==> src/common/ecr_pkg.sv <==
// Overview of operation
// - resync path synchronises generator into channel clock
// - resync channels raise flags and update status
// - sync and resync channels request clock per event, or always when always-on set
// - edge detect: rising, falling or both edges
// - pending bit high until users handle event
// - users-ready bit high when all users ready
// - software event bit injects event on selected channel
// - irq high while flag and enable both set
// - enable-set writes enable, enable-clear writes disable
// - all sources share one interrupt line
// - overrun when users busy or event pending
// - no overrun flag on asynchronous path
// - event-detected flag set on every detected event
// - no event-detected flag on asynchronous path
// - interrupt can wake device from sleep
// - edge codes: none, rising, falling, both
// - path codes: sync, resync, async, reserved
// - soft reset clears all but synchroniser stages and read data, discards other bits
// - byte write of select, then read config
package ecr_pkg;

  // ==========================================================
  // sizes and timing
  localparam int ECR_NUM_CH = 6;
  localparam int ECR_GEN_W = 6;
  localparam int ECR_ADDR_W = 8;
  localparam int ECR_SYNC_STAGES = 2;

  // ==========================================================
  // register offsets
  localparam logic [ECR_ADDR_W-1:0] ECR_OFS_CTRL = 8'h00;
  localparam logic [ECR_ADDR_W-1:0] ECR_OFS_CHAN = 8'h04;
  localparam logic [ECR_ADDR_W-1:0] ECR_OFS_USER = 8'h08;
  localparam logic [ECR_ADDR_W-1:0] ECR_OFS_STATE = 8'h0C;
  localparam logic [ECR_ADDR_W-1:0] ECR_OFS_ENCLR = 8'h10;
  localparam logic [ECR_ADDR_W-1:0] ECR_OFS_ENSET = 8'h14;
  localparam logic [ECR_ADDR_W-1:0] ECR_OFS_FLAGS = 8'h18;

  // ==========================================================
  // field positions
  localparam int ECR_CTRL_SRST_BIT = 0;
  localparam int ECR_CTRL_AON_BIT = 4;
  localparam int ECR_CH_SEL_LSB = 0;
  localparam int ECR_CH_SEL_W = 3;
  localparam int ECR_CH_SOFTWARE_EVENT_TRIGGER_BIT = 8;
  localparam int ECR_CH_GEN_LSB = 16;
  localparam int ECR_CH_PATH_LSB = 24;
  localparam int ECR_CH_EDGE_LSB = 26;
  localparam int ECR_USER_USR_LSB = 0;
  localparam int ECR_USER_USR_W = 5;
  localparam int ECR_USER_CH_LSB = 8;
  localparam int ECR_USER_CH_W = 4;
  localparam int ECR_LO_LSB = 0;
  localparam int ECR_HI_LSB = 8;

  // ==========================================================
  // encodings and reset values
  localparam logic [1:0] ECR_EDGE_NONE = 2'h0;
  localparam logic [1:0] ECR_EDGE_RISE = 2'h1;
  localparam logic [1:0] ECR_EDGE_FALL = 2'h2;
  localparam logic [1:0] ECR_EDGE_BOTH = 2'h3;
  localparam logic [1:0] ECR_PATH_SYNC = 2'h0;
  localparam logic [1:0] ECR_PATH_RESYNC = 2'h1;
  localparam logic [1:0] ECR_PATH_ASYNC = 2'h2;
  localparam logic [15:0] ECR_USER_RST = 16'h0000;

  typedef struct packed {
    logic [1:0] edge_sel;
    logic [1:0] path;
    logic [ECR_GEN_W-1:0] gen_sel;
  } ecr_chcfg_s;

  typedef struct packed {
    logic evt;
    logic pending;
    logic users_ready;
    logic detect;
    logic overrun;
    logic clk_req;
  } ecr_chout_s;

  localparam ecr_chcfg_s ECR_CHCFG_RST = '0;

endpackage : ecr_pkg

==> src/verilog/ecr_sync.sv <==
`timescale 1ns/10ps
module ecr_sync
  import ecr_pkg::*;
#(
  parameter int STAGES = ECR_SYNC_STAGES
)(
  // clock and reset
  input wire logic core_clk_in,
  input wire logic arst_n_in,
  // level
  input wire logic async_in,
  output logic sync_out
);

  logic [STAGES-1:0] stage_q;

  always_ff @(posedge core_clk_in or negedge arst_n_in) begin
    if (!arst_n_in) begin
      stage_q <= '0;
    end else begin
      stage_q <= {stage_q[STAGES-2:0], async_in};
    end
  end

  assign sync_out = stage_q[STAGES-1];

endmodule : ecr_sync

==> src/verilog/ecr_channel.sv <==
`timescale 1ns/10ps
module ecr_channel
  import ecr_pkg::*;
(
  // clock and reset
  input wire logic core_clk_in,
  input wire logic arst_n_in,
  input wire logic soft_rst_in,
  // configuration
  input wire ecr_chcfg_s cfg_in,
  input wire logic always_on_in,
  // event sources
  input wire logic gen_raw_in,
  input wire logic gen_resync_in,
  input wire logic sw_evt_in,
  // user handshake
  input wire logic users_ready_in,
  input wire logic users_done_in,
  // results
  output ecr_chout_s stat_out
);

  logic on_path;
  logic level;
  logic level_q;
  logic edge_hit;
  logic det;
  logic pending_q;
  logic event_q;

  assign on_path = (cfg_in.path == ECR_PATH_SYNC) || (cfg_in.path == ECR_PATH_RESYNC);
  assign level = (cfg_in.path == ECR_PATH_RESYNC) ? gen_resync_in : gen_raw_in;

  always_ff @(posedge core_clk_in or negedge arst_n_in) begin
    if (!arst_n_in) begin
      level_q <= 1'b0;
    end else if (soft_rst_in) begin
      level_q <= 1'b0;
    end else begin
      level_q <= level;
    end
  end

  always_comb begin
    unique case (cfg_in.edge_sel)
      ECR_EDGE_NONE: edge_hit = 1'b0;
      ECR_EDGE_RISE: edge_hit = level && !level_q;
      ECR_EDGE_FALL: edge_hit = !level && level_q;
      ECR_EDGE_BOTH: edge_hit = level ^ level_q;
    endcase
  end

  // software event bypasses edge detector but not the path check
  assign det = on_path && (edge_hit || sw_evt_in);

  always_ff @(posedge core_clk_in or negedge arst_n_in) begin
    if (!arst_n_in) begin
      pending_q <= 1'b0;
    end else if (soft_rst_in) begin
      pending_q <= 1'b0;
    end else if (det) begin
      pending_q <= 1'b1;
    end else if (users_done_in) begin
      pending_q <= 1'b0;
    end
  end

  always_ff @(posedge core_clk_in or negedge arst_n_in) begin
    if (!arst_n_in) begin
      event_q <= 1'b0;
    end else begin
      event_q <= det && !soft_rst_in;
    end
  end

  // async path passes the generator straight through
  assign stat_out.evt = (cfg_in.path == ECR_PATH_ASYNC) ? gen_raw_in : event_q;
  assign stat_out.pending = pending_q && on_path;
  assign stat_out.users_ready = users_ready_in && on_path;
  assign stat_out.detect = det;
  assign stat_out.overrun = det && (!users_ready_in || pending_q);
  assign stat_out.clk_req = on_path && (always_on_in || pending_q || det || event_q);
endmodule : ecr_channel

==> src/verilog/ecr_router.sv <==
// Added by the designer: the APB register port.
`timescale 1ns/10ps
module ecr_router
  import ecr_pkg::*;
#(
  parameter int NUM_CH = ECR_NUM_CH
)(
  // clock and reset
  input wire logic core_clk_in,
  input wire logic arst_n_in,
  // apb slave
  input wire logic psel_in,
  input wire logic penable_in,
  input wire logic pwrite_in,
  input wire logic [ECR_ADDR_W-1:0] paddr_in,
  input wire logic [31:0] pwdata_in,
  input wire logic [3:0] pstrb_in,
  output logic pready_out,
  output logic pslverr_out,
  output logic [31:0] prdata_out,
  // event generators, index zero means none
  input wire logic [(1<<ECR_GEN_W)-1:0] gen_events_in,
  // event users
  input wire logic [NUM_CH-1:0] users_ready_in,
  input wire logic [NUM_CH-1:0] users_done_in,
  output logic [NUM_CH-1:0] chan_event_out,
  // clock requests and interrupt
  output logic [NUM_CH-1:0] chan_clk_req_out,
  output logic irq_out
);

  localparam int FL_W = 2 * NUM_CH;

  // ==========================================================
  // bus decode
  logic wr_en;
  logic rd_setup;
  logic hit_ctrl;
  logic hit_chan;
  logic hit_user;
  logic hit_state;
  logic hit_enclr;
  logic hit_enset;
  logic hit_flags;
  logic mapped;
  logic srst_w;
  logic ch_wr;
  logic ch_full;
  logic [ECR_CH_SEL_W-1:0] wr_sel;
  ecr_chcfg_s wr_cfg;

  assign wr_en = psel_in && penable_in && pwrite_in;
  assign rd_setup = psel_in && !penable_in && !pwrite_in;
  assign hit_ctrl = (paddr_in == ECR_OFS_CTRL);
  assign hit_chan = (paddr_in == ECR_OFS_CHAN);
  assign hit_user = (paddr_in == ECR_OFS_USER);
  assign hit_state = (paddr_in == ECR_OFS_STATE);
  assign hit_enclr = (paddr_in == ECR_OFS_ENCLR);
  assign hit_enset = (paddr_in == ECR_OFS_ENSET);
  assign hit_flags = (paddr_in == ECR_OFS_FLAGS);
  assign mapped = hit_ctrl || hit_chan || hit_user || hit_state || hit_enclr || hit_enset || hit_flags;

  // soft reset wins over every other bit of the same write
  assign srst_w = wr_en && hit_ctrl && pstrb_in[0] && pwdata_in[ECR_CTRL_SRST_BIT];
  assign ch_wr = wr_en && hit_chan && pstrb_in[0];
  assign ch_full = (pstrb_in == 4'hF);
  assign wr_sel = pwdata_in[ECR_CH_SEL_LSB +: ECR_CH_SEL_W];
  assign wr_cfg.edge_sel = pwdata_in[ECR_CH_EDGE_LSB +: 2];
  assign wr_cfg.path = pwdata_in[ECR_CH_PATH_LSB +: 2];
  assign wr_cfg.gen_sel = pwdata_in[ECR_CH_GEN_LSB +: ECR_GEN_W];

  assign pready_out = 1'b1;
  assign pslverr_out = psel_in && penable_in && !mapped;

  // ==========================================================
  // pair-vector helpers: overrun or ready in low byte, detect or pending in next byte
  function automatic logic [31:0] pack_pair(input logic [FL_W-1:0] v);
    logic [31:0] w;
    w = 32'h0000_0000;
    w[ECR_LO_LSB +: NUM_CH] = v[NUM_CH-1:0];
    w[ECR_HI_LSB +: NUM_CH] = v[FL_W-1:NUM_CH];
    return w;
  endfunction : pack_pair

  logic [FL_W-1:0] wmask;

  assign wmask = {pwdata_in[ECR_HI_LSB +: NUM_CH] & {NUM_CH{pstrb_in[1]}},
                  pwdata_in[ECR_LO_LSB +: NUM_CH] & {NUM_CH{pstrb_in[0]}}};

  // ==========================================================
  // control register
  logic always_on_q;

  always_ff @(posedge core_clk_in or negedge arst_n_in) begin
    if (!arst_n_in) begin
      always_on_q <= 1'b0;
    end else if (srst_w) begin
      always_on_q <= 1'b0;
    end else if (wr_en && hit_ctrl && pstrb_in[0]) begin
      always_on_q <= pwdata_in[ECR_CTRL_AON_BIT];
    end
  end

  // ==========================================================
  // channel configuration
  logic [ECR_CH_SEL_W-1:0] sel_q;
  ecr_chcfg_s cfg_q [NUM_CH];
  ecr_chcfg_s cur_cfg;
  logic [NUM_CH-1:0] sw_evt_d;
  logic [NUM_CH-1:0] sw_evt_q;

  always_ff @(posedge core_clk_in or negedge arst_n_in) begin
    if (!arst_n_in) begin
      sel_q <= '0;
    end else if (srst_w) begin
      sel_q <= '0;
    end else if (ch_wr) begin
      sel_q <= wr_sel;
    end
  end

  always_ff @(posedge core_clk_in or negedge arst_n_in) begin
    if (!arst_n_in) begin
      for (int c = 0; c < NUM_CH; c++) begin
        cfg_q[c] <= ECR_CHCFG_RST;
      end
    end else if (srst_w) begin
      for (int c = 0; c < NUM_CH; c++) begin
        cfg_q[c] <= ECR_CHCFG_RST;
      end
    end else if (ch_wr && ch_full && (int'(wr_sel) < NUM_CH)) begin
      cfg_q[wr_sel] <= wr_cfg;
    end
  end

  always_comb begin
    sw_evt_d = '0;
    if (ch_wr && ch_full && pwdata_in[ECR_CH_SOFTWARE_EVENT_TRIGGER_BIT] && (int'(wr_sel) < NUM_CH)) begin
      sw_evt_d[wr_sel] = 1'b1;
    end
  end

  always_ff @(posedge core_clk_in or negedge arst_n_in) begin
    if (!arst_n_in) begin
      sw_evt_q <= '0;
    end else begin
      sw_evt_q <= sw_evt_d;
    end
  end

  assign cur_cfg = (int'(sel_q) < NUM_CH) ? cfg_q[sel_q] : ECR_CHCFG_RST;

  // ==========================================================
  // user multiplexer setting
  logic [15:0] user_mux_q;

  always_ff @(posedge core_clk_in or negedge arst_n_in) begin
    if (!arst_n_in) begin
      user_mux_q <= ECR_USER_RST;
    end else if (srst_w) begin
      user_mux_q <= ECR_USER_RST;
    end else if (wr_en && hit_user) begin
      if (pstrb_in[0]) begin
        user_mux_q[ECR_USER_USR_LSB +: ECR_USER_USR_W] <= pwdata_in[ECR_USER_USR_LSB +: ECR_USER_USR_W];
      end
      if (pstrb_in[1]) begin
        user_mux_q[ECR_USER_CH_LSB +: ECR_USER_CH_W] <= pwdata_in[ECR_USER_CH_LSB +: ECR_USER_CH_W];
      end
    end
  end

  // ==========================================================
  // channels
  ecr_chout_s chan_stat [NUM_CH];
  logic [NUM_CH-1:0] gen_raw;
  logic [NUM_CH-1:0] gen_resync;
  logic [NUM_CH-1:0] ovr_set;
  logic [NUM_CH-1:0] evd_set;
  logic [NUM_CH-1:0] pending;
  logic [NUM_CH-1:0] ready;

  for (genvar c = 0; c < NUM_CH; c++) begin : g_chan
    assign gen_raw[c] = (cfg_q[c].gen_sel == '0) ? 1'b0 : gen_events_in[cfg_q[c].gen_sel];

    ecr_sync #(
      .STAGES(ECR_SYNC_STAGES)
    ) u_sync (
      .core_clk_in(core_clk_in),
      .arst_n_in(arst_n_in),
      .async_in(gen_raw[c]),
      .sync_out(gen_resync[c])
    );

    ecr_channel u_chan (
      .core_clk_in(core_clk_in),
      .arst_n_in(arst_n_in),
      .soft_rst_in(srst_w),
      .cfg_in(cfg_q[c]),
      .always_on_in(always_on_q),
      .gen_raw_in(gen_raw[c]),
      .gen_resync_in(gen_resync[c]),
      .sw_evt_in(sw_evt_q[c]),
      .users_ready_in(users_ready_in[c]),
      .users_done_in(users_done_in[c]),
      .stat_out(chan_stat[c])
    );

    assign chan_event_out[c] = chan_stat[c].evt;
    assign chan_clk_req_out[c] = chan_stat[c].clk_req;
    assign ovr_set[c] = chan_stat[c].overrun;
    assign evd_set[c] = chan_stat[c].detect;
    assign pending[c] = chan_stat[c].pending;
    assign ready[c] = chan_stat[c].users_ready;
  end

  // ==========================================================
  // interrupt enables and flags
  logic [FL_W-1:0] en_q;
  logic [FL_W-1:0] flags_q;
  logic [FL_W-1:0] set_vec;
  logic [FL_W-1:0] flag_clr;

  assign set_vec = {evd_set, ovr_set};
  assign flag_clr = (wr_en && hit_flags) ? wmask : '0;

  always_ff @(posedge core_clk_in or negedge arst_n_in) begin
    if (!arst_n_in) begin
      en_q <= '0;
    end else if (srst_w) begin
      en_q <= '0;
    end else if (wr_en && hit_enset) begin
      en_q <= en_q | wmask;
    end else if (wr_en && hit_enclr) begin
      en_q <= en_q & ~wmask;
    end
  end

  // a new event in the clearing cycle keeps its flag
  always_ff @(posedge core_clk_in or negedge arst_n_in) begin
    if (!arst_n_in) begin
      flags_q <= '0;
    end else if (srst_w) begin
      flags_q <= '0;
    end else begin
      flags_q <= (flags_q & ~flag_clr) | set_vec;
    end
  end

  // one shared level, also the wake source while asleep
  assign irq_out = |(flags_q & en_q);

  // ==========================================================
  // read data
  logic [31:0] rdata_d;
  logic [31:0] rdata_q;

  always_comb begin
    rdata_d = 32'h0000_0000;
    if (hit_chan) begin
      rdata_d[ECR_CH_SEL_LSB +: ECR_CH_SEL_W] = sel_q;
      rdata_d[ECR_CH_GEN_LSB +: ECR_GEN_W] = cur_cfg.gen_sel;
      rdata_d[ECR_CH_PATH_LSB +: 2] = cur_cfg.path;
      rdata_d[ECR_CH_EDGE_LSB +: 2] = cur_cfg.edge_sel;
    end else if (hit_user) begin
      rdata_d[15:0] = user_mux_q;
    end else if (hit_state) begin
      rdata_d = pack_pair({pending, ready});
    end else if (hit_enclr || hit_enset) begin
      rdata_d = pack_pair(en_q);
    end else if (hit_flags) begin
      rdata_d = pack_pair(flags_q);
    end
  end

  always_ff @(posedge core_clk_in or negedge arst_n_in) begin
    if (!arst_n_in) begin
      rdata_q <= 32'h0000_0000;
    end else if (rd_setup) begin
      rdata_q <= rdata_d;
    end
  end

  assign prdata_out = rdata_q;

  logic [NUM_CH-1:0] sel_onehot;
  assign sel_onehot = (int'(wr_sel) < NUM_CH) ? NUM_CH'(1) << wr_sel : '0;
endmodule : ecr_router

==> config.mk <==
export PLATFORM = sky130hd
export DESIGN_NAME = ecr_router
export DESIGN_NICKNAME = d
export VERILOG_FILES = /design/src/common/ecr_pkg.sv /design/src/verilog/ecr_sync.sv /design/src/verilog/ecr_channel.sv /design/src/verilog/ecr_router.sv
export SDC_FILE = /design/constraint.sdc
export NUM_CORES = 1
export LEC_CHECK = 0
export ABC_AREA = 1
export BUFFER_PORTS_ARGS = -buffer_cell sky130_fd_sc_hd__buf_4
export CAP_MARGIN = 40
export CELL_PAD_IN_SITES_DETAIL_PLACEMENT = 1
export CELL_PAD_IN_SITES_GLOBAL_PLACEMENT = 1
export CORE_UTILIZATION = 42
export CTS_BUF_LIST = sky130_fd_sc_hd__clkbuf_4 sky130_fd_sc_hd__clkbuf_8
export DETAILED_ROUTE_END_ITERATION = 6
export GPL_TIMING_DRIVEN = 0
export MAX_ROUTING_LAYER = met4
export PLACE_DENSITY = 0.88
export SLEW_MARGIN = 40
export SYNTH_ARGS = -nofsm -noshare
export SYNTH_HDL_FRONTEND = slang
export SYNTH_SLANG_ARGS = --single-unit
==> constraint.sdc <==
create_clock -name core_clk_in -period 4.8 [get_ports core_clk_in]
set_clock_uncertainty 0.2 [all_clocks]
set_input_delay 1.44 -clock core_clk_in [delete_from_list [all_inputs] [get_ports core_clk_in]]
set_output_delay 1.44 -clock core_clk_in [all_outputs]
set_load 0.005 [all_outputs]
# Yosys cells after proc, flatten, opt, wreduce, memory -nomap -nowiden
# Cells that the tools add are included.
[op_classes] n_eq_ne=37 n_mux=98 order_cmp=13 bitwise=17 reduce_logical=168
[ops] cell="$mux W60" n=2
[ops] cell="$logic_and A1 B1 Y1" n=68
[ops] cell="$mux W32" n=2
[ops] cell="$bwmux W60" n=1
[ops] cell="$mux W12" n=5
[ops] cell="$mux W1" n=51
[ops] cell="$logic_or A1 B1 Y1" n=43
[ops] cell="$lt A6 B7 Y1 const B" n=6
[ops] cell="$mux W10" n=4
[ops] cell="$and A12 B12 Y12" n=3
[ops] cell="$bmux W1 S6" n=6
[ops] cell="$eq A2 B2 Y1 const B" n=18
[ops] cell="$logic_not A6 Y1" n=6
[ops] cell="$mux W16" n=2
[ops] cell="$bmux W10 S3" n=1
[ops] cell="$demux W10 S3" n=1
[ops] cell="$eq A2 B1 Y1 const B" n=12
[ops] cell="$eq A8 B5 Y1 const B" n=3
[ops] cell="$logic_not A2 Y1" n=12
[ops] cell="$not A12 Y12" n=2
[ops] cell="$or A12 B12 Y12" n=2
[ops] cell="$pmux W1 S4" n=6
[ops] cell="$logic_not A1 Y1" n=22
[ops] cell="$reduce_bool A3 Y1" n=7
[ops] cell="other kinds (23)" n=48
[totals] reg_bits=165 input_bits=125 output_inout_bits=47 word_cells=383

# Logic depth before layout (Yosys ltp)
# Gate-level depths: netlist (run 1).
[logic_depth] word_depth=12 depth_mapped=22 ltp_nobuf=20

# Hierarchy
# A second synthesis (run 1) with hierarchy kept.
[hier_totals] hier_cells=2014 hier_area_um2=12279.3
[modules_own_cells] module="ecr_router" cells_each=1732 area_each_um2=10244.8 seq_area_each_um2=3128.0 n_inst=1
[modules_own_cells] module="ecr_channel" cells_each=45 area_each_um2=289.0 seq_area_each_um2=75.1 n_inst=6
[modules_own_cells] module="ecr_sync" cells_each=2 area_each_um2=50.0 seq_area_each_um2=50.0 n_inst=6

# Worst setup path before layout (run 1)
# OpenSTA, ideal clock, no wires.
[synth_path] kind="input to output" from="in gen_events_in[51]" to="out chan_clk_req_out[0]" path_buffers=0 path_slack_ns=0.007 required_time_ns=3.160 arrival_ns=3.153 path_stages=16 path_cell_list="inv_1 > nand2_1 > nand3_1 > nand2_1 > nand2_1 > nand2_1 > nor2_1 > nand2_1 > nand3_1 > nand2_1 > a21boi_1 > inv_1 > ha_1 > o311ai_0 > o21ai_0 > o21ai_0"
[synth_between] elab_chain_len=12 elab_cells_between_ends=14 classes_between="mux: 5; bitwise: 1; reduce/logical: 8"
[synth_lines] item="start, declared" line_no="ecr_router.sv:22" text="input wire logic [(1<<ECR_GEN_W)-1:0] gen_events_in,"
[synth_lines] item="$bmux W1 S6 (*)" line_no="ecr_router.sv:183" text="assign gen_raw[c] = (cfg_q[c].gen_sel == '0) ? 1'b0 : gen_events_in[cfg_q[c].gen_sel];"
[synth_lines] item="$mux W1 (not written as such) (*)" line_no="ecr_router.sv:183"
[synth_lines] item="$mux W1 (*)" line_no="ecr_router.sv:183"
[synth_lines] item="via g_chan[0].u_chan.gen_raw_in" line_no="ecr_channel.sv:13" text="input wire logic gen_raw_in,"
[synth_lines] item="$mux W1 (*)" line_no="ecr_channel.sv:32" text="assign level = (cfg_in.path == ECR_PATH_RESYNC) ? gen_resync_in : gen_raw_in;"
[synth_lines] item="$logic_not A1 Y1" line_no="ecr_channel.sv:48" text="ECR_EDGE_FALL: edge_hit = !level && level_q;"
[synth_lines] item="$logic_and A1 B1 Y1" line_no="ecr_channel.sv:48"
[synth_lines] item="$pmux W1 S4 (*)" line_no="ecr_channel.sv:45" text="unique case (cfg_in.edge_sel)"
[synth_lines] item="$logic_or A1 B1 Y1 (*)" line_no="ecr_channel.sv:54" text="assign det = on_path && (edge_hit || sw_evt_in);"
[synth_lines] item="$logic_and A1 B1 Y1 (*)" line_no="ecr_channel.sv:54"
[synth_lines] item="$logic_or A1 B1 Y1 (*) (2 in a row)" line_no="ecr_channel.sv:82" text="assign stat_out.clk_req = on_path && (always_on_in || pending_q || det || event_q);"
[synth_lines] item="$logic_and A1 B1 Y1 (*)" line_no="ecr_channel.sv:82"
[synth_lines] item="end, declared" line_no="ecr_router.sv:28" text="output logic [NUM_CH-1:0] chan_clk_req_out,"
# Mark *: on every way through the listed nets, which the timed path passes. The rest lies on a longest branch. The select of a mux whose other input is x is not followed.

# Worst setup path in the final report (run 1)
[layout_path] from="in gen_events_in[41]" to="out chan_clk_req_out[3]"
[layout_between] elab_chain_len=12 elab_cells_between_ends=14 classes_between="mux: 5; bitwise: 1; reduce/logical: 8"
[layout_lines] item="$bmux W1 S6 (*)" line_no="ecr_router.sv:183"
[layout_lines] item="$mux W1 (not written as such) (*)" line_no="ecr_router.sv:183"
[layout_lines] item="$mux W1 (*)" line_no="ecr_router.sv:183"
[layout_lines] item="via g_chan[3].u_chan.gen_raw_in" line_no="ecr_channel.sv:13"
[layout_lines] item="$mux W1 (*)" line_no="ecr_channel.sv:32"
[layout_lines] item="$logic_not A1 Y1" line_no="ecr_channel.sv:48"
[layout_lines] item="$logic_and A1 B1 Y1" line_no="ecr_channel.sv:48"
[layout_lines] item="$pmux W1 S4 (*)" line_no="ecr_channel.sv:45"
[layout_lines] item="$logic_or A1 B1 Y1 (*)" line_no="ecr_channel.sv:54"
[layout_lines] item="$logic_and A1 B1 Y1 (*)" line_no="ecr_channel.sv:54"
[layout_lines] item="$logic_or A1 B1 Y1 (*) (2 in a row)" line_no="ecr_channel.sv:82"
[layout_lines] item="$logic_and A1 B1 Y1 (*)" line_no="ecr_channel.sv:82"
# Marks and branches as above.

==> impl_metrics.ini, run 1 <==
[logic_synthesis]
ys_warn_count = 0
netlist_area_um2 = 11400
syn-mean-instance-area_um2 = 6.61
ys_ff_latch = 155
synthDistinctLibCells = 42
postSynthCellCount = 1731
ys_async_sr_fraction_pct = 100
synthFlopType = dfrtp_1
seq_area_frac_synth_pct = 33.9
synth_edf_count = 0

[die]
io_pins = 172
initial_utilization_pct = 42.7
rows = 60
dieArea_um2 = 27900
core_um2 = 26800
die_y_um = 167
die_x_um = 167

[placement]
numPortBuffers = 149
place_hpwl_um = 44700
gp_congestion = 1.02
place_area_um2 = 13100

[global_routing]
grt_pass1_vias = 14491
grt_usage_pct = 44.7
grt_max_degree = 63
grt_pass1_wl_um = 89900
grt_overflow = 0
grt_antenna_before_repair = 1

[route]
first_pass_iters = 6
drcViolationCount = 0
vias = 14869
ant_nets = 0
drt-total-wl_um = 64800
routed_via_density = 6.45
wl_per_cell_um = 28.1
initialDrtViolationCount = 1659

[outcome]
violations = negative setup slack
status = finished, violations left

[critical_path]
crit_type = in2out
cp.arrival_ns = 3.78
crit_start = gen_events_in[41]
start_kind = primary input
cp-end-kind = output pin
crit_required_ns = 3.16
r2r-end = flags_q[8]
r2r_slack_ns = 1.07
reg2reg_depth = 22
cp_max_fo = 5
worstSetupEndpoint = chan_clk_req_out[3]
rr_startpoint = cfg_q[31]

[timing]
fin_ws_ns = -0.624
hold_viol = 0
drv_slew = 0
relSlewSlack_pct = 47.3
setup_viol = 6
worstMarginPinSlew_ns = 0.788
finalCriticalPeriod_ns = 5.42
rsz0062_at_grt = yes
period_share_pct = 113
fmax_mhz = 184

[clocking]
tritoncts = done
root_buffer = clkbuf_8
htreeDepth = 4
clock_sinks = 155
ctsHoldBuffers = 0
cts_buffers = 17
insertion_delay_ns = 0.49
clkTransAtPathRegs_ns = 0.11
clockBufferDepth = 2

[power_and_ir_drop]
powerDensity_nw_per_um2 = 198
p_total_mw = 2.94
p_leak_nw = 6.82
irDropWorstVdd_mv = 0.179

[min_path]
hold_depth = 0
hp-class = reg2reg
min-delay-start = g_chan[4].u_sync.stage_q[0]

[cells_and_area]
area_growth_pct = 29.9
layout.nets = 2088
drive_above_1_share_pct = 25.9
final_cell_area_um2 = 14900

[run]
cap_violations = 0
[cells in the final DEF, fill, tap and decap left out, types with 14 or more instances in the layout]
cell type	n
a21oi_1	97
a21oi_2	22
a31oi_1	19
buf_2	54
buf_4	165
buf_6	25
clkbuf_1	31
clkbuf_8	18
clkinvlp_4	31
dfrtp_1	155
inv_1	118
inv_2	16
nand2_1	431
nand2_2	38
nand3_1	216
nand3_2	37
nor2_1	66
nor3_1	14
o211ai_1	76
o21ai_0	153
o21ai_1	16
o22ai_1	17
[power breakdown]
| part | leakage (nW) | internal (mW) | switching [mW] | total, mW |
|---|---|---|---|---|
| logic | 4.71 | 0.194 | 0.347 | 0.541 |
| clock network | 0.203 | 0.447 | 0.622 | 1.07 |
| registers | 1.90 | 1.32 | 0.0133 | 1.33 |
[cells by family (layout without fill, tap and decap cells)]
| logic type | Yosys count | after routing | share of synthesized area, % |
|---|---|---|---|
| and+or+nand+nor | 843 | 843 | 31.9 |
| AOI/OAI and AO/OA | 442 | 442 | 22.5 |
| buffers and inverters | 277 | 501 | 10.3 |
| DFF | 155 | 155 | 33.9 |
| adders and majority gates | 12 | 12 | 1.31 |
| other | 2 | 12 | 0.0656 |
[metrics by stage]
stage               hold slack [ns]  TNS [ns]  utilization [%]  setup slack (ns)  std cells
global placement              0.133     -6.02             48.6             -1.34       2230
detailed placement            0.138     -6.62             48.9             -1.40       2232
CTS                           0.157     -2.82             52.7            -0.565       2286
global route                  0.165     -3.51             55.5            -0.664       2306
floorplan                     0.131         0                -           0.00678       1740
finish                        0.164     -3.19             55.5            -0.624       2306
[registers in the layout, indices dropped and copies added, names as in the netlist]
name	count
g_chan.u_chan.event_q	6
cfg_q	60
sw_evt_q	6
sel_q	3
g_chan.u_sync.stage_q	12
user_mux_q	9
always_on_q	1
flags_q	12
en_q	12
g_chan.u_chan.level_q	6
prdata_out	22
g_chan.u_chan.pending_q	6
[final cells by class]
class	count	area (µm²)
Tap cell	341	427
Inverter	169	748
Antenna cell	1	2.50
Buffer	107	548
Clock inverter	14	149
Clock buffer	18	248
Multi-Input combinational cell	1308	7140
Timing Repair Buffer	193	1720
Fill cell	3463	11900
Sequential cell	155	3880
[worst max-delay path, stage by stage]
cell and delay (ns):
buf_8 0.08, clkinvlp_4 0.25, buf_6 0.22, a21oi_2 0.10
o21ai_1 0.07, nand3_1 0.08, nand3_1 0.07, nand2_1 0.10
nand3_2 0.11, nand2_2 0.11, a21boi_2 0.08, buf_4 0.15
ha_4 0.15, o211ai_1 0.19, nand2_1 0.13, o21ai_2 0.20
o21ai_2 0.11, buf_4 0.15
[per-layer routing]
| layer | vias up | routed length, µm | GRT usage [%] |
|---|---|---|---|
| li1 | 6295 | - | - |
| met1 | 7183 | 23400 | 49.8 |
| met2 | 1029 | 29700 | 71.6 |
| met3 | 362 | 5500 | 6.56 |
| met4 | 0 | 6140 | 36.6 |
| met5 | - | 0 | - |
[repair_timing]
action	4_1_cts	5_1_grt
resized for setup	133	143
buffers inserted	23	19
pin swaps	64	91
setup endpoints to repair	6	6
[worst min-delay path by stage]
stage / slack, ns / endpoint
after floorplan: 0.13 / g_chan[0].u_sync.stage_q[1]
after global placement: 0.13 / g_chan[2].u_sync.stage_q[1]
after detailed placement: 0.14 / g_chan[0].u_sync.stage_q[1]
after CTS: 0.16 / g_chan[1].u_sync.stage_q[1]
after global routing: 0.17 / g_chan[5].u_sync.stage_q[1]
final: 0.16 / g_chan[4].u_sync.stage_q[1]
[Yosys cell counts, types with 3 or more instances]
cell,n,area share [%]
clkbuf_1,35,1.1
inv_1,150,4.9
o311ai_0,5,0.38
nand4_1,5,0.27
nor3_1,14,0.61
ha_1,12,1.3
inv_2,12,0.39
a21boi_1,5,0.33
nor2_1,69,2.3
clkinv_1,7,0.23
o22ai_1,17,0.93
o211ai_1,76,5.0
o31ai_4,3,0.56
nand3_1,259,11
o21ai_0,171,7.5
buf_2,56,2.4
a21oi_1,119,5.2
nand2_1,471,15
dfrtp_1,155,34
buf_6,3,0.30
o21ai_1,10,0.44
nor2_2,8,0.44
a221oi_1,3,0.23
buf_4,12,0.79
a31oi_1,22,1.2
o31ai_1,7,0.46
Note: power is estimated with default switching activity, not from simulation.
==> inputs of run 2 (changes only) <==
PLACE_DENSITY = 0.89   (was 0.88)
SYNTH_HIERARCHICAL = 1   (was not set)
==> run 2 against run 1 <==
- the flow finishes with violations (design-rule violations, negative setup slack)
- sequential cell count stayed put
- critical path type unchanged
- non-clock buffer count increased by 12
- critical path depth up 2
- combinational power grew 44%
==> impl_metrics.ini, run 2 <==
[outcome]
status = finished, violations left
violations = design-rule violations, negative setup slack

[global_routing]
grt_util_met1_pct = 60.3
grt_max_degree = 73
grt_busiest_layer = met2
grt_use_met2_pct = 71.8
grt_overflow = 0
grt_usage_pct = 48.0
grt_antenna_before_repair = 0
grt_pass1_wl_um = 105000
grt_pass1_vias = 16928
gr-usage-met3_pct = 11.6

[die]
die_y_um = 173
core_um2 = 28700
initial_utilization_pct = 42.8
rows = 62
dieArea_um2 = 29900
io_pins = 172
die_x_um = 173

[placement]
place_area_um2 = 14000
place_hpwl_um = 46900
placed_cells = 2557
numPortBuffers = 148
gp_congestion = 1.05
place_ws_ns = -0.664

[logic_synthesis]
synth_common_cells = nand2_1, nand3_1, inv_1, dfrtp_1, o21ai_0
ys_warn_count = 6
ys_top_cells_by_area = dfrtp_1, nand2_1, nand3_1
syn-mean-instance-area_um2 = 6.10
postSynthCellCount = 2014
ys_async_sr_fraction_pct = 100
yosysTopAreaCell = dfrtp_1
synth_edf_count = 0
synthDistinctLibCells = 37
netlist_area_um2 = 12300
ys_ff_latch = 155
synth_top_area_share_pct = 31.6
yosysMostFrequentCell = nand2_1
seq_area_frac_synth_pct = 31.6
synthFlopType = dfrtp_1

[clocking]
cts_buffers = 17
insertion_delay_ns = 0.51
clockBufferDepth = 2
ctsHoldBuffers = 0
tritoncts = done
clock_sinks = 155
clkTransAtPathRegs_ns = 0.07
root_buffer = clkbuf_8
htreeDepth = 4

[timing]
worstMarginPinSlew_ns = 0.879
fin_ws_ns = -0.500
drv_slew = 0
hold_viol = 0
period_share_pct = 110
whs_ns = 0.153
relSlewSlack_pct = 41.0
rsz0062_at_grt = yes
fin_tns_setup_ns = -2.73
finalCriticalPeriod_ns = 5.30
setup_viol = 13
fmax_mhz = 189

[cells_and_area]
finalNonFillerCells = 2634
final_common_cell = nand2_1
final_cell_area_um2 = 17200
area_growth_pct = 40.4
drive_above_1_share_pct = 32.9
largest_reg_flops = 60
layout.nets = 2375
fin_util_pct = 60.1
diodes = 0
fillerInstances = 3724
multi_input_area_um2 = 8490
seqCellArea_um2 = 3880
most-common-layout-cells = nand2_1, nand3_1, inv_1, nand3_2, dfrtp_1
top_register = cfg_q

[critical_path]
max_stage_delay_ns = 0.23
cp.arrival_ns = 3.66
crit_top_cell = nand3_2
worst_path_max_delay_cell = a21oi_4
crit_chain = buf_12 -> nand2_1 -> nand3_2 -> nand3_2 -> nand2_1 -> nand2_1 -> nand3_2 -> nand3_2 -> a21oi_4 -> inv_2 -> nand2_2 -> o21ai_4 -> inv_4 -> ha_4 -> nand3_2 -> nand3_2 -> nand3_2 -> nand2_2 -> inv_2 -> buf_6
critical_path.top_delay_family = simple AND/OR/NAND/NOR gates
cp_max_fo = 6
cp-end-kind = output pin
start_kind = primary input
rr_startpoint = cfg_q[50]
crit_type = in2out
crit_required_ns = 3.16
path_buf_inv = 5
crit_start = gen_events_in[33]

[route]
vias = 17221
ant_nets = 0
wl_per_cell_um = 28.7
first_pass_iters = 7
drt-total-wl_um = 75700
initialDrtViolationCount = 2356
routed_via_density = 6.54
drcViolationCount = 20

[power_and_ir_drop]
powerDensity_nw_per_um2 = 190
p_leak_nw = 8.69
p_total_mw = 3.27
irDropWorstVdd_mv = 0.298

[min_path]
hp-class = reg2reg
min-delay-start = g_chan[4].u_sync/stage_q[0]

[run]
cap_violations = 0
-- run 2: cell families after synthesis --
group | after synthesis | synth area share (%)
compound gates | 268 | 12.0
fa+ha+maj | 12 | 1.22
other cells | 2 | 0.0612
simple gates | 1225 | 43.3
flops | 155 | 31.6
buf+inv | 352 | 11.8
-- run 2: path summary, 6_finish.rpt --
path                                                    end  slack [ns]  depth (start not counted)
max in group asynchronous                         cfg_q[22]        2.81                          3
worst max-delay path                    chan_clk_req_out[3]       -0.50                         20
worst max register to register                   flags_q[0]       -0.02                         36
min in group asynchronous                        flags_q[5]        0.56                          1
worst min register to register  g_chan[4].u_sync/stage_q[1]        0.15                          0
worst min-delay path            g_chan[4].u_sync/stage_q[1]        0.15                          0
-- run 2: power by group --
part	internal (mW)	switching [mW]	leakage (nW)
Sequential	1.33	0.0278	1.81
Clock	0.582	0.555	0.219
Combinational	0.313	0.464	6.67
-- run 2: cell type report --
type / instances / area share, %
well taps: 384 / 2.79
clock buffers: 24 / 1.81
flip-flops and latches: 155 / 22.5
multi-input cells: 1516 / 49.2
plain buffers: 103 / 3.37
repair buffers: 209 / 14.2
inverters: 236 / 5.43
clock inverters: 7 / 0.653
-- run 2: metal layers --
| metal | part of all wire [%] | wire length, µm | vias up |
|---|---|---|---|
| met2 | 43 | 32700 | 1430 |
| met3 | 13 | 9690 | 519 |
| li1 | - | - | 6934 |
| met4 | 7.4 | 5570 | 0 |
| met5 | 0 | 0 | - |
| met1 | 37 | 27700 | 8338 |
-- run 2: repair_timing --
| action | CTS | global route |
|---|---|---|
| resized for setup | 373 | 312 |
| gates cloned | 0 | 0 |
| buffers inserted | 54 | 21 |
| pin swaps | 134 | 157 |
| endpoints found under the setup margin | 7 | 16 |
==> inputs of run 3 (changes only) <==
PLACE_DENSITY = not set   (was 0.89)
PLACE_DENSITY_LB_ADDON = 0.1   (was not set)
==> run 3 against run 2 <==
- the run ends with negative setup slack left
- fmax increased by 0.94%
- register-to-register slack improved by 0.30 ns
- core utilization decreased by 4.7 points
- sequential cell count unchanged
- clock power increased by 4%
- sequential share of layout area increased by 1.9 points
- non-clock buffer count decreased by 11
- clock-buffer cell count decreased by 4
- critical path type unchanged
- largest cell class unchanged
==> impl_metrics.ini, run 3 (synthesized netlist as in run 2, its figures left out) <==
[outcome]
status = finished, violations left
violations = negative setup slack

[die]
io_pins = 172
die_y_um = 173
core_um2 = 28700
rows = 62
dieArea_um2 = 29900
die_x_um = 173
initial_utilization_pct = 42.8

[critical_path]
rr_startpoint = cfg_q[42]
cp-end-kind = output pin
crit_required_ns = 3.16
worst_path_max_delay_cell = ha_4
max_stage_delay_ns = 0.27
crit_type = in2out
r2r_slack_ns = 0.28
crit_chain = buf_6 -> o211ai_1 -> nand3_2 -> nand3_2 -> nand3_2 -> nand3_2 -> a21oi_4 -> inv_2 -> nand2_1 -> o21ai_2 -> inv_2 -> ha_4 -> nand3_2 -> nand3_4 -> nand3_2 -> nand2_1 -> inv_1 -> buf_4
crit_top_cell = nand3_2
cp.arrival_ns = 3.61
start_kind = primary input
path_buf_inv = 5
cp_max_fo = 6
reg2reg_depth = 31
r2r-end = flags_q[7]
critical_path.top_delay_family = simple AND/OR/NAND/NOR gates

[power_and_ir_drop]
powerDensity_nw_per_um2 = 201
irDropWorstVdd_mv = 0.183
sw_frac_of_total_pct = 31.9
p_total_mw = 3.20
netSwitchingPower_mw = 1.02
p_comb_share_pct = 20.9
share_seq_of_total_power_pct = 42.3
p_clk_share_pct = 36.8
p_leak_nw = 8.18
intPower_mw = 2.18

[route]
routed_via_density = 6.18
initialDrtViolationCount = 2006
ant_nets = 0
first_pass_iters = 6
drcViolationCount = 0
wl_per_cell_um = 26.0
drt-total-wl_um = 68300
vias = 16218

[timing]
period_share_pct = 109
rsz0062_at_grt = yes
worstMarginPinSlew_ns = 0.897
hold_viol = 0
drv_slew = 0
setup_viol = 8
finalCriticalPeriod_ns = 5.25
fmax_mhz = 190
fin_ws_ns = -0.451
relSlewSlack_pct = 39.7
fin_tns_setup_ns = -2.59
whs_ns = 0.156

[global_routing]
grt_max_degree = 74
grt_antenna_before_repair = 0
grt_pass1_wl_um = 101000
grt_overflow = 0
grt_pass1_vias = 16393
grt_usage_pct = 46.1

[min_path]
hp-class = reg2reg
hold_depth = 0
min_to = g_chan[4].u_sync/stage_q[1]
min-delay-start = g_chan[4].u_sync/stage_q[0]

[placement]
numPortBuffers = 148
place_hpwl_um = 45300
gp_congestion = 1.04

[clocking]
cts_buffers = 17
clockBufferDepth = 2
root_buffer = clkbuf_8
clock_sinks = 155
insertion_delay_ns = 0.50
tritoncts = done
htreeDepth = 4
clkTransAtPathRegs_ns = 0.08

[cells_and_area]
fin_util_pct = 55.4
drive_above_1_share_pct = 24.2
most-common-layout-cells = nand2_1, nand3_1, inv_1, dfrtp_1, buf_4
layout.nets = 2364
fillerInstances = 3801
final_common_cell = nand2_1
diodes = 0
area_growth_pct = 29.4
top_register = cfg_q
largest_reg_flops = 60

[run]
cap_violations = 0
==> run 3: changes by cell type in the layout (fill, tap and decap cells not counted), moves of 22 or more <==
cell,before,now
nand3_1,188,262
nand2_2,104,53
buf_12,54,6
nand2_4,29,7
buf_6,24,50
nand2_1,573,646
nand3_2,155,83
==> run 3: layer usage <==
metal	share of wire [%]	up-vias	track usage [%]
met5	0	-	-
met2	44	1068	69.0
met1	40	8002	59.4
met4	4.7	0	19.7
li1	-	6878	-
met3	11	270	10.8
==> run 3: through the flow <==
stage	cells	area (µm²)	worst slack, ns
finish	2624	15900	-0.451
global route	2624	15900	-0.478
CTS	2632	15500	-0.229
detailed placement	2557	14000	-0.651
global placement	2555	13900	-0.611
floorplan	2023	12300	0.295
==> run 3: worst max-delay path by stage <==
stage / start / endpoint / slack (ns) / cells past startpoint
detailed placement: gen_events_in[23] / chan_clk_req_out[1] / -0.65 / 20
floorplan: gen_events_in[38] / chan_clk_req_out[5] / 0.29 / 18
CTS: gen_events_in[34] / chan_clk_req_out[4] / -0.23 / 20
global route: gen_events_in[4] / chan_clk_req_out[2] / -0.48 / 18
global placement: gen_events_in[17] / chan_clk_req_out[1] / -0.61 / 20
finish: gen_events_in[4] / chan_clk_req_out[2] / -0.45 / 18
==> run 3: power by group through the flow <==
stage	Sequential (mW)	Clock [mW]	Combinational, mW
2_1_floorplan	1.37	0	0.224
3_3_place_gp	1.37	0	0.491
3_5_place_dp	1.37	0	0.513
4_1_cts	1.35	1.13	0.595
5_1_grt	1.35	1.21	0.697
6_report	1.35	1.18	0.667
==> run 3: area by class of cell <==
| cell class | instances | area, µm² | share of cell area (%) |
|---|---|---|---|
| Multi-Input combinational cell | 1516 | 7730 | 48.6 |
| Sequential cell | 155 | 3880 | 24.4 |
| Timing Repair Buffer | 194 | 1890 | 11.9 |
| Inverter | 236 | 905 | 5.69 |
| Buffer | 107 | 564 | 3.55 |
| Tap cell | 384 | 480 | 3.02 |
| Clock buffer | 20 | 269 | 1.69 |
| Clock inverter | 12 | 170 | 1.07 |
==> run 3: worst reg2reg max path, delay by kind of cell (launching register included) <==
kind,cells,cell delay (ns)
and+or+nand+nor,11,1.03
adders and majority gates,1,0.25
buffers and inverters,16,2.40
AOI/OAI and AO/OA,3,0.22
DFF,1,0.34
==> run 3: timing repair <==
action | CTS | global route
gates resized for setup | 197 | 136
hold buffers | 0 | 0
setup endpoints to repair | 8 | 15
pin swaps | 62 | 64
setup buffers | 47 | 10
